**config.mk**
```make
export PLATFORM = sky130hd
export DESIGN_NAME = sacr_regs
export DESIGN_NICKNAME = d
export VERILOG_FILES = /design/src/common/sacr_pkg.sv /design/src/hw/sacr_regs.sv
export VERILOG_INCLUDE_DIRS = /design/src /design/src/common
export SDC_FILE = /design/constraint.sdc
export NUM_CORES = 1
export LEC_CHECK = 0
export BUFFER_PORTS_ARGS = -buffer_cell sky130_fd_sc_hd__buf_2
export CAP_MARGIN = 15
export CORE_MARGIN = 2
export CORE_UTILIZATION = 30
export CTS_CLUSTER_SIZE = 30
export DETAILED_ROUTE_END_ITERATION = 16
export PLACE_DENSITY = 0.52
export SETUP_SLACK_MARGIN = 0.15
export SLEW_MARGIN = 20
export SYNTH_ARGS = -nofsm -noshare
export SYNTH_HDL_FRONTEND = slang
export SYNTH_SLANG_ARGS = --single-unit
```
**constraint.sdc**
```tcl
create_clock -name CLK_IN -period 8.95 [get_ports CLK_IN]
set_clock_uncertainty 0.2 [all_clocks]
set_input_delay 0.4475 -clock CLK_IN [delete_from_list [all_inputs] [get_ports CLK_IN]]
set_output_delay 0.4475 -clock CLK_IN [all_outputs]
set_load 0.005 [all_outputs]
```
**src/common/sacr_defines.svh**
```systemverilog
// Purpose: Offsets, field positions and reset values of the synthesizer
//          A configuration register bank.
// Assumes: Register indices are word indices; byte address is index * 4.
// Notes:   Definitions only.
`ifndef SACR_DEFINES_SVH
`define SACR_DEFINES_SVH

// Register indices
`define SACR_IDX_CONTROL_ONE   8'h39
`define SACR_IDX_INT_DIV_HIGH  8'h3a
`define SACR_IDX_INT_DIV_LOW   8'h3b
`define SACR_IDX_FRAC_NUM_TOP  8'h3c
`define SACR_IDX_FRAC_NUM_MID  8'h3d
`define SACR_IDX_FRAC_NUM_LOW  8'h3e
`define SACR_IDX_FRAC_DEN_TOP  8'h3f
`define SACR_IDX_FRAC_DEN_MID  8'h40
`define SACR_IDX_FRAC_DEN_LOW  8'h41
`define SACR_IDX_MOD_CTRL      8'h42
`define SACR_IDX_FILTER_R2     8'h43

// Field positions inside the byte-wide registers
`define SACR_CTL_SPARE_BIT     5
`define SACR_CTL_DOUBLER_BIT   4
`define SACR_CTL_PUMP_HI       3
`define SACR_DITHER_HI         3
`define SACR_DITHER_LO         2
`define SACR_ORDER_HI          1
`define SACR_TOP_HI            5
`define SACR_NIB_HI            3

// Reset values
`define SACR_RST_DOUBLER       1'h1
`define SACR_RST_SPARE         1'h0
`define SACR_RST_PUMP          4'h8
`define SACR_RST_INT_DIV       12'h066
`define SACR_RST_FRAC          22'h000000
`define SACR_RST_DITHER        2'h3
`define SACR_RST_ORDER         2'h0
`define SACR_RST_FILTER        6'h24

// Pump current in 0.1 mA units
`define SACR_PUMP_STEP         7'h04
`define SACR_PUMP_TOP_CODE     4'h8
`define SACR_PUMP_TOP_CURRENT  7'h40
`define SACR_PUMP_LAST_STEP    4'h7
`define SACR_DIV_UNITY         12'h001
`endif

```
**src/common/sacr_pkg.sv**
```systemverilog
// Purpose: Types shared by the synthesizer A configuration bank.
// Assumes: Field widths as stored in the register bank.
// Notes:   Constants live in sacr_defines.svh.
package sacr_pkg;
    typedef enum logic [1:0] {
        SACR_DITHER_WEAK, SACR_DITHER_MEDIUM, SACR_DITHER_STRONG,
        SACR_DITHER_OFF
    } sacr_dither_e;

    typedef enum logic [1:0] {
        SACR_ORDER_INTEGER, SACR_ORDER_FIRST, SACR_ORDER_SECOND,
        SACR_ORDER_THIRD
    } sacr_order_e;

    // Full configuration image, also the nonvolatile load format
    typedef struct packed {
        logic ref_doubler_en;
        logic ctrl_spare;
        logic [3:0] synth_a_pump_gain;
        logic [11:0] synth_a_int_divider;
        logic [21:0] synth_a_frac_numerator;
        logic [21:0] synth_a_frac_denominator;
        sacr_dither_e synth_a_dither_sel;
        sacr_order_e synth_a_modulator_order;
        logic [5:0] synth_a_filter_res_code;
    } sacr_cfg_s;

    // APB request from the master
    typedef struct packed {
        logic psel;
        logic penable;
        logic pwrite;
        logic [11:0] paddr;
        logic [31:0] pwdata;
    } sacr_apb_req_s;

    // APB answer to the master
    typedef struct packed {
        logic pready;
        logic pslverr;
        logic [31:0] prdata;
    } sacr_apb_rsp_s;
endpackage

```
**src/hw/sacr_regs.sv**
```systemverilog
// Purpose: APB register bank holding synthesizer A configuration.
// Assumes: APB master and nonvolatile loader on CLK_IN.
// Notes:   Answers every transfer with one wait-free access cycle.
//
// Our own choice: the APB interface to the registers.
`timescale 1ns/1ps
`include "sacr_defines.svh"

module sacr_regs (
    input wire logic CLK_IN,
    input wire logic RST_IN,
    input wire logic CE_IN,
    input sacr_pkg::sacr_apb_req_s APB_IN,
    output sacr_pkg::sacr_apb_rsp_s APB_OUT,
    input wire logic NVM_LOAD_IN,
    input sacr_pkg::sacr_cfg_s NVM_CFG_IN,
    output sacr_pkg::sacr_cfg_s CFG_OUT,
    output logic [11:0] DIV_RATIO_OUT,
    output logic [6:0] PUMP_CURRENT_OUT
);
    import sacr_pkg::*;

    sacr_cfg_s cfg_q;
    sacr_cfg_s cfg_d;
    sacr_apb_rsp_s rsp_q;
    sacr_apb_rsp_s rsp_d;
    logic [11:0] ratio_q;
    logic [11:0] ratio_d;
    logic [6:0] pump_q;
    logic [6:0] pump_d;
    logic [9:0] idx;
    logic hit;
    logic setup;
    logic wr_fire;
    logic [7:0] rd_byte;
    logic [7:0] wb;

    // Word index from byte address; low bits must be zero to hit
    assign idx = APB_IN.paddr[11:2];
    assign setup = APB_IN.psel && !APB_IN.penable;
    assign wr_fire = APB_IN.psel && APB_IN.penable && rsp_q.pready
        && APB_IN.pwrite;
    assign wb = APB_IN.pwdata[7:0];

    // Decode and read mux; reserved bits come back as zero
    always_comb begin
        hit = (APB_IN.paddr[1:0] == 2'h0);
        rd_byte = 8'h00;
        case (idx)
            {2'h0, `SACR_IDX_CONTROL_ONE}: begin
                rd_byte = {2'h0, cfg_q.ctrl_spare, cfg_q.ref_doubler_en,
                    cfg_q.synth_a_pump_gain};
            end
            {2'h0, `SACR_IDX_INT_DIV_HIGH}: begin
                rd_byte = {4'h0, cfg_q.synth_a_int_divider[11:8]};
            end
            {2'h0, `SACR_IDX_INT_DIV_LOW}: begin
                rd_byte = cfg_q.synth_a_int_divider[7:0];
            end
            {2'h0, `SACR_IDX_FRAC_NUM_TOP}: begin
                rd_byte = {2'h0, cfg_q.synth_a_frac_numerator[21:16]};
            end
            {2'h0, `SACR_IDX_FRAC_NUM_MID}: begin
                rd_byte = cfg_q.synth_a_frac_numerator[15:8];
            end
            {2'h0, `SACR_IDX_FRAC_NUM_LOW}: begin
                rd_byte = cfg_q.synth_a_frac_numerator[7:0];
            end
            {2'h0, `SACR_IDX_FRAC_DEN_TOP}: begin
                rd_byte = {2'h0, cfg_q.synth_a_frac_denominator[21:16]};
            end
            {2'h0, `SACR_IDX_FRAC_DEN_MID}: begin
                rd_byte = cfg_q.synth_a_frac_denominator[15:8];
            end
            {2'h0, `SACR_IDX_FRAC_DEN_LOW}: begin
                rd_byte = cfg_q.synth_a_frac_denominator[7:0];
            end
            {2'h0, `SACR_IDX_MOD_CTRL}: begin
                rd_byte = {4'h0, cfg_q.synth_a_dither_sel,
                    cfg_q.synth_a_modulator_order};
            end
            {2'h0, `SACR_IDX_FILTER_R2}: begin
                rd_byte = {2'h0, cfg_q.synth_a_filter_res_code};
            end
            default: begin
                hit = 1'b0;
            end
        endcase
    end

    // Answer prepared in setup so pready stands in the first access cycle
    always_comb begin
        rsp_d = rsp_q;
        rsp_d.pready = 1'b0;
        if (setup) begin
            rsp_d.pready = 1'b1;
            rsp_d.pslverr = !hit;
            rsp_d.prdata = (hit && !APB_IN.pwrite) ? {24'h0, rd_byte}
                : 32'h0;
        end
    end

    // Next configuration: nvm load wins over a write in the same cycle,
    // since the loader only runs at startup before software is active
    always_comb begin
        cfg_d = cfg_q;
        if (NVM_LOAD_IN) begin
            cfg_d = NVM_CFG_IN;
        end else if (wr_fire && hit) begin
            case (idx)
                {2'h0, `SACR_IDX_CONTROL_ONE}: begin
                    cfg_d.ctrl_spare = wb[`SACR_CTL_SPARE_BIT];
                    cfg_d.ref_doubler_en = wb[`SACR_CTL_DOUBLER_BIT];
                    cfg_d.synth_a_pump_gain = wb[`SACR_CTL_PUMP_HI:0];
                end
                {2'h0, `SACR_IDX_INT_DIV_HIGH}: begin
                    cfg_d.synth_a_int_divider[11:8] = wb[`SACR_NIB_HI:0];
                end
                {2'h0, `SACR_IDX_INT_DIV_LOW}: begin
                    cfg_d.synth_a_int_divider[7:0] = wb;
                end
                {2'h0, `SACR_IDX_FRAC_NUM_TOP}: begin
                    cfg_d.synth_a_frac_numerator[21:16] =
                        wb[`SACR_TOP_HI:0];
                end
                {2'h0, `SACR_IDX_FRAC_NUM_MID}: begin
                    cfg_d.synth_a_frac_numerator[15:8] = wb;
                end
                {2'h0, `SACR_IDX_FRAC_NUM_LOW}: begin
                    cfg_d.synth_a_frac_numerator[7:0] = wb;
                end
                {2'h0, `SACR_IDX_FRAC_DEN_TOP}: begin
                    cfg_d.synth_a_frac_denominator[21:16] =
                        wb[`SACR_TOP_HI:0];
                end
                {2'h0, `SACR_IDX_FRAC_DEN_MID}: begin
                    cfg_d.synth_a_frac_denominator[15:8] = wb;
                end
                {2'h0, `SACR_IDX_FRAC_DEN_LOW}: begin
                    cfg_d.synth_a_frac_denominator[7:0] = wb;
                end
                {2'h0, `SACR_IDX_MOD_CTRL}: begin
                    cfg_d.synth_a_dither_sel = sacr_dither_e'(
                        wb[`SACR_DITHER_HI:`SACR_DITHER_LO]);
                    cfg_d.synth_a_modulator_order = sacr_order_e'(
                        wb[`SACR_ORDER_HI:0]);
                end
                {2'h0, `SACR_IDX_FILTER_R2}: begin
                    cfg_d.synth_a_filter_res_code = wb[`SACR_TOP_HI:0];
                end
                default: begin
                    cfg_d = cfg_q;
                end
            endcase
        end
    end

    // Decoded views: effective divide ratio and pump current
    always_comb begin
        ratio_d = cfg_d.synth_a_int_divider;
        if (cfg_d.synth_a_int_divider < 12'h002) begin
            ratio_d = `SACR_DIV_UNITY;
        end
        pump_d = 7'h00;
        if (cfg_d.synth_a_pump_gain == `SACR_PUMP_TOP_CODE) begin
            pump_d = `SACR_PUMP_TOP_CURRENT;
        end else if (cfg_d.synth_a_pump_gain <= `SACR_PUMP_LAST_STEP) begin
            pump_d = 7'({3'h0, cfg_d.synth_a_pump_gain} *
                `SACR_PUMP_STEP);
        end
    end

    // Registers; clock enable freezes everything
    always_ff @(posedge CLK_IN or posedge RST_IN) begin
        if (RST_IN) begin
            cfg_q.ref_doubler_en <= `SACR_RST_DOUBLER;
            cfg_q.ctrl_spare <= `SACR_RST_SPARE;
            cfg_q.synth_a_pump_gain <= `SACR_RST_PUMP;
            cfg_q.synth_a_int_divider <= `SACR_RST_INT_DIV;
            cfg_q.synth_a_frac_numerator <= `SACR_RST_FRAC;
            cfg_q.synth_a_frac_denominator <= `SACR_RST_FRAC;
            cfg_q.synth_a_dither_sel <= SACR_DITHER_OFF;
            cfg_q.synth_a_modulator_order <= SACR_ORDER_INTEGER;
            cfg_q.synth_a_filter_res_code <= `SACR_RST_FILTER;
            rsp_q <= '0;
            ratio_q <= `SACR_RST_INT_DIV;
            pump_q <= `SACR_PUMP_TOP_CURRENT;
        end else if (CE_IN) begin
            cfg_q <= cfg_d;
            rsp_q <= rsp_d;
            ratio_q <= ratio_d;
            pump_q <= pump_d;
        end
    end

    assign APB_OUT = rsp_q;
    assign CFG_OUT = cfg_q;
    assign DIV_RATIO_OUT = ratio_q;
    assign PUMP_CURRENT_OUT = pump_q;
endmodule

```
==> results of run 1 <==
==> per-layer routing <==
layer	up-vias	wire length, µm	part of all wire [%]	global-route usage [%]
met5	-	13	0.063	0
met4	2	327	1.6	7.465
met3	21	1562	7.6	4.185
met2	257	9612	47	35.06
met1	2542	8984	44	29.67
li1	2436	-	-	-
==> worst min path at each step <==
stage                             endpoint  slack, ns  cells after the start
after floorplan           DIV_RATIO_OUT[1]       0.26                      2
after global placement          APB_OUT[6]       0.26                      1
after detailed placement  DIV_RATIO_OUT[5]       0.26                      2
after CTS                       CFG_OUT[6]       0.12                      3
after global routing            CFG_OUT[8]       0.16                      3
final                           CFG_OUT[6]       0.14                      3
==> registers in the layout, indices dropped and copies added, names as in the netlist <==
signal,count
PUMP_CURRENT_OUT,5
DIV_RATIO_OUT,12
APB_OUT,10
CFG_OUT,72
==> cell families (layout without fill, tap and decap cells) <==
kind of cell | count (synthesis) | in the layout | synth area share (%)
AOI/OAI and AO/OA | 200 | 200 | 24.82
buffers and inverters | 98 | 255 | 9.002
DFF | 99 | 99 | 47.39
muxes | 15 | 15 | 3.017
other | 1 | 28 | 0.07119
and+or+nand+nor | 178 | 178 | 15.70
==> placed cells by master, fill, tap and decap left out, types with 3 or more instances in the layout <==
cell                          n
sky130_fd_sc_hd__mux2i_1      8
sky130_fd_sc_hd__nand3b_1     6
sky130_fd_sc_hd__nor3_1      12
sky130_fd_sc_hd__dfstp_2     15
sky130_fd_sc_hd__o211ai_1     4
sky130_fd_sc_hd__a21oi_1     45
sky130_fd_sc_hd__o21a_1       5
sky130_fd_sc_hd__o32a_1       3
sky130_fd_sc_hd__dfrtp_1     84
sky130_fd_sc_hd__buf_4        4
sky130_fd_sc_hd__a211oi_1     7
sky130_fd_sc_hd__a222oi_1    12
sky130_fd_sc_hd__o21ai_0     48
sky130_fd_sc_hd__inv_1       37
sky130_fd_sc_hd__a2bb2oi_1    5
sky130_fd_sc_hd__a31oi_1     25
sky130_fd_sc_hd__mux2_2       7
sky130_fd_sc_hd__a32oi_1      3
sky130_fd_sc_hd__a22oi_1     18
sky130_fd_sc_hd__and2_1       4
sky130_fd_sc_hd__a21o_1       5
sky130_fd_sc_hd__o22a_1       4
sky130_fd_sc_hd__buf_2      197
sky130_fd_sc_hd__o221a_2      4
sky130_fd_sc_hd__conb_1      26
sky130_fd_sc_hd__o22ai_1      6
sky130_fd_sc_hd__nor2_1      65
sky130_fd_sc_hd__clkbuf_16    9
sky130_fd_sc_hd__nand2_1     56
sky130_fd_sc_hd__nand3_1     13
==> metrics by stage <==
stage / instance area (µm²) / util (%) / cells / setup slack, ns
4_1_cts: 6644 / 38.55 / 998 / 5.724
6_report: 6649 / 38.57 / 1000 / 5.620
2_1_floorplan: 5361 / - / 616 / 5.737
5_1_grt: 6646 / 38.56 / 999 / 5.335
3_3_place_gp: 6330 / 36.72 / 982 / 5.386
3_5_place_dp: 6330 / 36.72 / 982 / 5.346
==> critical path, stage by stage <==
cell	delay (ns)
sky130_fd_sc_hd__buf_2	0.56
sky130_fd_sc_hd__buf_4	0.58
sky130_fd_sc_hd__inv_1	0.42
sky130_fd_sc_hd__a21boi_1	0.49
sky130_fd_sc_hd__buf_4	0.33
sky130_fd_sc_hd__o21ai_0	0.17
sky130_fd_sc_hd__a32oi_1	0.25
sky130_fd_sc_hd__nand2_1	0.09
==> area by class of cell <==
| type | instances | area share [%] |
|---|---|---|
| well taps | 225 | 4.234 |
| repair buffers | 202 | 15.43 |
| multi-input cells | 419 | 35.96 |
| clock inverters | 3 | 0.7151 |
| inverters | 38 | 2.183 |
| diodes | 2 | 0.07527 |
| clock buffers | 12 | 3.858 |
| flip-flops and latches | 99 | 37.54 |
==> repair_timing <==
item	in CTS	in global routing
hold buffers	1	0
hold endpoints to repair	32	0
gates resized for setup	0	0
setup buffers	0	0
==> where the power goes <==
part / total (W) / switching, W / internal (W)
logic: 0.000226 / 0.000121 / 0.000105
registers: 0.000576 / 0.0000622 / 0.000514
clock network: 0.000406 / 0.000175 / 0.000232
total: 0.00121 / 0.000358 / 0.000851
==> metrics.txt, run 1 <==
# TYPE chip_impl_metric gauge
chip_impl_info{name="outcome",value="finished, final reports clean"} 1
chip_impl_info{name="synth_flop_cell",value="sky130_fd_sc_hd__dfrtp_1"} 1
chip_impl_metric{name="place_congestion",unit=""} 0.8116
chip_impl_metric{name="totalNegativeSetupSlack",unit="ns"} 0
chip_impl_metric{name="worst-r2r-cell-count",unit=""} 7
chip_impl_info{name="hp-class",value="in2reg"} 1
chip_impl_info{name="startpoint",value="NVM_LOAD_IN"} 1
chip_impl_info{name="grt_setup_unrepaired",value="no"} 1
chip_impl_metric{name="synthArstFlopShare",unit="%"} 100.0
chip_impl_metric{name="fillers",unit=""} 1795
chip_impl_metric{name="yosysSeqAreaShare",unit="%"} 47.39
chip_impl_info{name="termination_of_the_worst_setup_path",value="CFG_OUT[6]"} 1
chip_impl_metric{name="maximum_number_of_pins_on_one_net_before_global_route_repair",unit=""} 66
chip_impl_metric{name="post-dp-hpwl",unit="mm"} 15.39
chip_impl_metric{name="die-width",unit="µm"} 136.5
chip_impl_metric{name="max-slew-margin-rel",unit="%"} 41.12
chip_impl_info{name="reg2reg_to",value="PUMP_CURRENT_OUT[6]"} 1
chip_impl_info{name="root_buffer",value="sky130_fd_sc_hd__clkbuf_16"} 1
chip_impl_metric{name="routed-via-count",unit=""} 5258
chip_impl_metric{name="synth.cell_area",unit="µm²"} 5268
chip_impl_metric{name="drt_pre_antenna_iters",unit=""} 7
chip_impl_metric{name="timing.critical_path.arrival",unit="ns"} 3.36
chip_impl_metric{name="start_util",unit="%"} 30.56
chip_impl_metric{name="p_total",unit="W"} 0.001209
chip_impl_metric{name="routed_via_density",unit=""} 5.258
chip_impl_metric{name="cts_made_buffers",unit=""} 9
chip_impl_metric{name="finalHoldViolCount",unit=""} 0
chip_impl_info{name="synth_area_leader_cell",value="sky130_fd_sc_hd__dfrtp_1"} 1
chip_impl_metric{name="synth_enable_flop_cells",unit=""} 0
chip_impl_metric{name="maxCapViolations",unit=""} 0
chip_impl_metric{name="grt_antenna_before_repair",unit=""} 2
chip_impl_metric{name="synth.lib_cells_used.distinct",unit=""} 52
chip_impl_metric{name="yosys_warnings",unit=""} 0
chip_impl_metric{name="yosys_register_bits",unit=""} 99
chip_impl_metric{name="count_of_input_and_output_buffers",unit=""} 197
chip_impl_metric{name="drcViolationCount",unit=""} 0
chip_impl_metric{name="cts.path.max_buffers",unit=""} 2
chip_impl_metric{name="drive_gt1_share",unit="%"} 31.69
chip_impl_metric{name="grt_pass1_vias",unit=""} 5101
chip_impl_metric{name="final_nets",unit=""} 892
chip_impl_metric{name="insertion_delay",unit="ns"} 0.35
chip_impl_info{name="netlist_top_cells_count",value="sky130_fd_sc_hd__dfrtp_1, sky130_fd_sc_hd__nor2_1, sky130_fd_sc_hd__nand2_1"} 1
chip_impl_metric{name="regArea",unit="µm²"} 2496
chip_impl_metric{name="die-area",unit="µm²"} 18640
chip_impl_info{name="cp-start-kind",value="input port"} 1
chip_impl_info{name="hold_start",value="NVM_CFG_IN[6]"} 1
chip_impl_metric{name="aggregate_global_route_resource_usage",unit="%"} 21.89
chip_impl_metric{name="rrSetupSlack",unit="ns"} 6.00
chip_impl_metric{name="ant_nets",unit=""} 0
chip_impl_metric{name="htree_num_levels",unit=""} 3
chip_impl_info{name="synthMostInstantiatedCell",value="sky130_fd_sc_hd__dfrtp_1"} 1
chip_impl_metric{name="avgRoutedWirePerCell",unit="µm"} 20.50
chip_impl_metric{name="power.static_leakage",unit="nW"} 3.123
chip_impl_metric{name="vdd_drop_max",unit="mV"} 0.09129
chip_impl_info{name="worstSetupPathType",value="in2reg"} 1
chip_impl_metric{name="fp.dieH",unit="µm"} 136.5
chip_impl_info{name="cts_tree",value="yes"} 1
chip_impl_metric{name="fmax",unit="MHz"} 300.3
chip_impl_metric{name="floorplan.io_pins",unit=""} 248
chip_impl_metric{name="setup_violation_total_in_the_final_timing_report",unit=""} 0
chip_impl_metric{name="core_region_area",unit="µm²"} 17240
chip_impl_metric{name="wl",unit="mm"} 20.50
chip_impl_metric{name="worst-path-max-fanout",unit=""} 55
chip_impl_metric{name="timing_worst_slew_pin_value",unit="ns"} 0.8765
chip_impl_metric{name="first_drt_iteration_drcs",unit=""} 475
chip_impl_metric{name="cts.clk_slew.worst_paths",unit="ns"} 0.07
chip_impl_metric{name="final.period_utilization",unit="%"} 37.20
chip_impl_metric{name="grt.overflow.total",unit=""} 0
chip_impl_metric{name="multiInputGateArea",unit="µm²"} 2391
chip_impl_metric{name="grt_pass1_wl",unit="mm"} 30.19
chip_impl_metric{name="pwr_density_cell",unit="nW/µm²"} 181.8
chip_impl_metric{name="timing_max_transition_violations_final",unit=""} 0
chip_impl_metric{name="hold-worst-slack",unit="ns"} 0.1432
chip_impl_info{name="start_of_the_worst_register_to_register_path",value="APB_OUT[33]"} 1
chip_impl_metric{name="clock-sinks",unit=""} 99
chip_impl_metric{name="std_cell_rows",unit=""} 48
chip_impl_info{name="post_synth_main_area_contributors",value="sky130_fd_sc_hd__dfrtp_1, sky130_fd_sc_hd__dfstp_2, sky130_fd_sc_hd__nor2_1"} 1
chip_impl_metric{name="syn-instance-count",unit=""} 591
chip_impl_metric{name="critPathRequiredTime",unit="ns"} 8.98
chip_impl_info{name="critPathCaptureType",value="flip-flop"} 1
chip_impl_metric{name="min_tclk_post_route",unit="ns"} 3.330
chip_impl_metric{name="area_growth",unit="%"} 26.22
chip_impl_metric{name="postSynthAreaPerCell",unit="µm²"} 8.913
chip_impl_metric{name="synth_top_cell_area_share",unit="%"} 39.90
No activity file was read; power rests on OpenSTA's default activity.
==> inputs of run 2 (changes only) <==
==> constraint.sdc (replaced) <==
create_clock -name CLK_IN -period 3.2 [get_ports CLK_IN]
set_clock_uncertainty 0.2 [all_clocks]
set_input_delay 0.16 -clock CLK_IN [delete_from_list [all_inputs] [get_ports CLK_IN]]
set_output_delay 0.16 -clock CLK_IN [all_outputs]
set_load 0.005 [all_outputs]
==> run 2 against run 1 <==
  * First-iteration DRC count rose by 6.9%
  * Register-to-register slack got worse by 5.7 ns
  * Flip-flop and latch count did not move
  * Highest routed layer is now met4
==> metrics.txt, run 2 (synthesis gave the netlist of run 1 again) <==
# TYPE chip_impl_metric gauge
chip_impl_metric{name="count_of_input_and_output_buffers",unit=""} 197
chip_impl_metric{name="min_tclk_post_route",unit="ns"} 2.926
chip_impl_metric{name="insertion_delay",unit="ns"} 0.35
chip_impl_metric{name="placed_area",unit="µm²"} 6427
chip_impl_metric{name="power.share.clock",unit="%"} 37.4
chip_impl_metric{name="area_growth",unit="%"} 40.43
chip_impl_metric{name="finalHoldViolCount",unit=""} 0
chip_impl_metric{name="drcViolationCount",unit=""} 0
chip_impl_metric{name="fp.dieH",unit="µm"} 136.5
chip_impl_metric{name="core_region_area",unit="µm²"} 17240
chip_impl_metric{name="maxCapViolations",unit=""} 0
chip_impl_metric{name="timing.critical_path.arrival",unit="ns"} 2.96
chip_impl_info{name="cts_tree",value="yes"} 1
chip_impl_info{name="reg2reg_to",value="CFG_OUT[24]"} 1
chip_impl_metric{name="critPathBufInv",unit=""} 1
chip_impl_metric{name="first_drt_iteration_drcs",unit=""} 508
chip_impl_metric{name="wl",unit="mm"} 20.95
chip_impl_metric{name="crit_path_largest_cell_delay",unit="ns"} 0.59
chip_impl_metric{name="grt.overflow.total",unit=""} 0
chip_impl_metric{name="aggregate_global_route_resource_usage",unit="%"} 22.37
chip_impl_metric{name="final.period_utilization",unit="%"} 91.43
chip_impl_metric{name="cts.clk_slew.worst_paths",unit="ns"} 0.07
chip_impl_metric{name="switchingPower",unit="W"} 0.001014
chip_impl_metric{name="post-dp-hpwl",unit="mm"} 15.56
chip_impl_metric{name="power.combinational.fraction",unit="%"} 18.9
chip_impl_metric{name="start_util",unit="%"} 30.56
chip_impl_metric{name="power.sequential.fraction",unit="%"} 43.7
chip_impl_metric{name="totalNegativeSetupSlack",unit="ns"} 0
chip_impl_metric{name="worst-path-max-fanout",unit=""} 16
chip_impl_metric{name="regArea",unit="µm²"} 2496
chip_impl_metric{name="clock-sinks",unit=""} 99
chip_impl_metric{name="die-width",unit="µm"} 136.5
chip_impl_metric{name="drt_pre_antenna_iters",unit=""} 5
chip_impl_metric{name="rrSetupSlack",unit="ns"} 0.27
chip_impl_metric{name="std_cell_rows",unit=""} 48
chip_impl_metric{name="die-area",unit="µm²"} 18640
chip_impl_metric{name="timing_max_transition_violations_final",unit=""} 0
chip_impl_metric{name="timing_worst_slew_pin_value",unit="ns"} 0.7548
chip_impl_metric{name="vdd_drop_max",unit="mV"} 0.2844
chip_impl_info{name="grt_setup_unrepaired",value="yes"} 1
chip_impl_metric{name="max-slew-margin-rel",unit="%"} 49.49
chip_impl_metric{name="cts.path.max_buffers",unit=""} 2
chip_impl_metric{name="avgRoutedWirePerCell",unit="µm"} 19.58
chip_impl_metric{name="intPower",unit="W"} 0.002677
chip_impl_metric{name="ant_nets",unit=""} 0
chip_impl_info{name="root_buffer",value="sky130_fd_sc_hd__clkbuf_16"} 1
chip_impl_metric{name="place_congestion",unit=""} 0.8342
chip_impl_metric{name="grt_pass1_vias",unit=""} 5434
chip_impl_metric{name="routed-via-count",unit=""} 5544
chip_impl_info{name="most-common-layout-cells",value="sky130_fd_sc_hd__buf_2, sky130_fd_sc_hd__dfrtp_1, sky130_fd_sc_hd__nor2_1"} 1
chip_impl_info{name="cp-start-kind",value="flip-flop"} 1
chip_impl_metric{name="fillers",unit=""} 1732
chip_impl_info{name="start_of_the_worst_register_to_register_path",value="APB_OUT[33]"} 1
chip_impl_metric{name="htree_num_levels",unit=""} 3
chip_impl_info{name="cp_top_delay_family",value="compound AO/OA/AOI/OAI gates"} 1
chip_impl_metric{name="power.static_leakage",unit="nW"} 3.467
chip_impl_metric{name="setup_violation_total_in_the_final_timing_report",unit=""} 0
chip_impl_metric{name="cts_made_buffers",unit=""} 9
chip_impl_metric{name="grt_antenna_before_repair",unit=""} 0
chip_impl_metric{name="pwr_density_cell",unit="nW/µm²"} 499.0
chip_impl_metric{name="critPathRequiredTime",unit="ns"} 3.24
chip_impl_metric{name="largest_reg_flops",unit=""} 72
chip_impl_info{name="cpMaxStageDelayCell",value="sky130_fd_sc_hd__dlygate4sd3_1"} 1
chip_impl_info{name="critPathCaptureType",value="flip-flop"} 1
chip_impl_info{name="path_cells",value="and4_1 > o211ai_1 > a21boi_1 > o21a_1 > a31oi_1 > dlygate4sd3_1"} 1
chip_impl_metric{name="final_nets",unit=""} 963
chip_impl_metric{name="drive_gt1_share",unit="%"} 30.89
chip_impl_info{name="outcome",value="finished, final reports clean"} 1
chip_impl_info{name="hp-class",value="in2reg"} 1
chip_impl_info{name="hold_start",value="NVM_CFG_IN[64]"} 1
chip_impl_metric{name="fmax",unit="MHz"} 341.8
chip_impl_info{name="worstSetupPathType",value="reg2reg"} 1
chip_impl_metric{name="final_design_area_no_fill",unit="µm²"} 7397
chip_impl_metric{name="min_path_cells",unit=""} 4
chip_impl_metric{name="critical_path_depth",unit=""} 6
chip_impl_info{name="worst_hold_path.endpoint",value="DIV_RATIO_OUT[10]"} 1
chip_impl_metric{name="worst-r2r-cell-count",unit=""} 6
chip_impl_metric{name="switching_share",unit="%"} 27.47
chip_impl_metric{name="grt_pass1_wl",unit="mm"} 31.08
chip_impl_metric{name="antenna-diode-count",unit=""} 0
chip_impl_metric{name="maximum_number_of_pins_on_one_net_before_global_route_repair",unit=""} 53
chip_impl_metric{name="multiInputGateArea",unit="µm²"} 2394
chip_impl_metric{name="floorplan.io_pins",unit=""} 248
chip_impl_info{name="most_common_cell_after_layout_fill_and_taps_aside",value="sky130_fd_sc_hd__buf_2"} 1
chip_impl_metric{name="routed_via_density",unit=""} 5.181
-- run 2: metrics by stage --
stage                     cells  utilization [%]  hold WS (ns)  total power, W  worst slack (ns)
after floorplan             616                -       0.08900        0.001909            0.2744
after CTS                  1070            42.90      0.001379        0.003713            0.2694
after global routing       1070            42.92       0.02724        0.003870           0.04875
after global placement      995            37.29        0.1014        0.002253            0.5273
after detailed placement    995            37.29        0.1145        0.002267            0.4807
final                      1070            42.92      0.003667        0.003691            0.2743
-- run 2: area by class of cell --
type | instances | share of cell area (%)
Sequential cell | 99 | 33.74
Multi-Input combinational cell | 419 | 32.36
Timing Repair Buffer | 273 | 23.04
Tap cell | 225 | 3.806
Clock buffer | 12 | 3.468
Inverter | 38 | 1.962
Clock inverter | 4 | 1.624
-- run 2: power groups by stage --
stage / logic, W / registers (W) / clock network [W]
after floorplan: 0.000318 / 0.00159 / 0
after global placement: 0.000621 / 0.00163 / 0
after detailed placement: 0.000632 / 0.00163 / 0
after CTS: 0.000701 / 0.00161 / 0.00140
after global routing: 0.000785 / 0.00164 / 0.00145
final: 0.000699 / 0.00161 / 0.00138
-- run 2: how the worst max path moves through the flow --
stage                            from          end  slack (ns)
after floorplan                RST_IN   APB_OUT[0]        0.27
after CTS                 APB_OUT[33]  CFG_OUT[46]        0.27
after global placement     APB_IN[40]  CFG_OUT[49]        0.53
after global routing      APB_OUT[33]  CFG_OUT[24]        0.05
after detailed placement   APB_IN[40]   CFG_OUT[1]        0.48
final                     APB_OUT[33]  CFG_OUT[24]        0.27
-- run 2: tightest hold or removal path: stages --
cell,delay [ns]
sky130_fd_sc_hd__buf_2,0.09
sky130_fd_sc_hd__nand2b_1,0.09
sky130_fd_sc_hd__o211ai_1,0.10
sky130_fd_sc_hd__o21ai_0,0.08
-- run 2: repair_timing --
action	in CTS	in global routing
hold buffers	59	0
endpoints found under the setup margin	0	4
buffers inserted	0	0
endpoints found under the hold margin	96	0
gates resized for setup	0	2
-- run 2: metal layers --
metal	vias to the layer above	track usage [%]	wire, µm	part of all wire [%]
li1	2582	-	-	-
met5	-	0	0	0
met1	2652	30.73	9230	44
met3	33	4.333	1591	7.6
met4	0	8.160	574	2.7
met2	277	35.06	9555	46
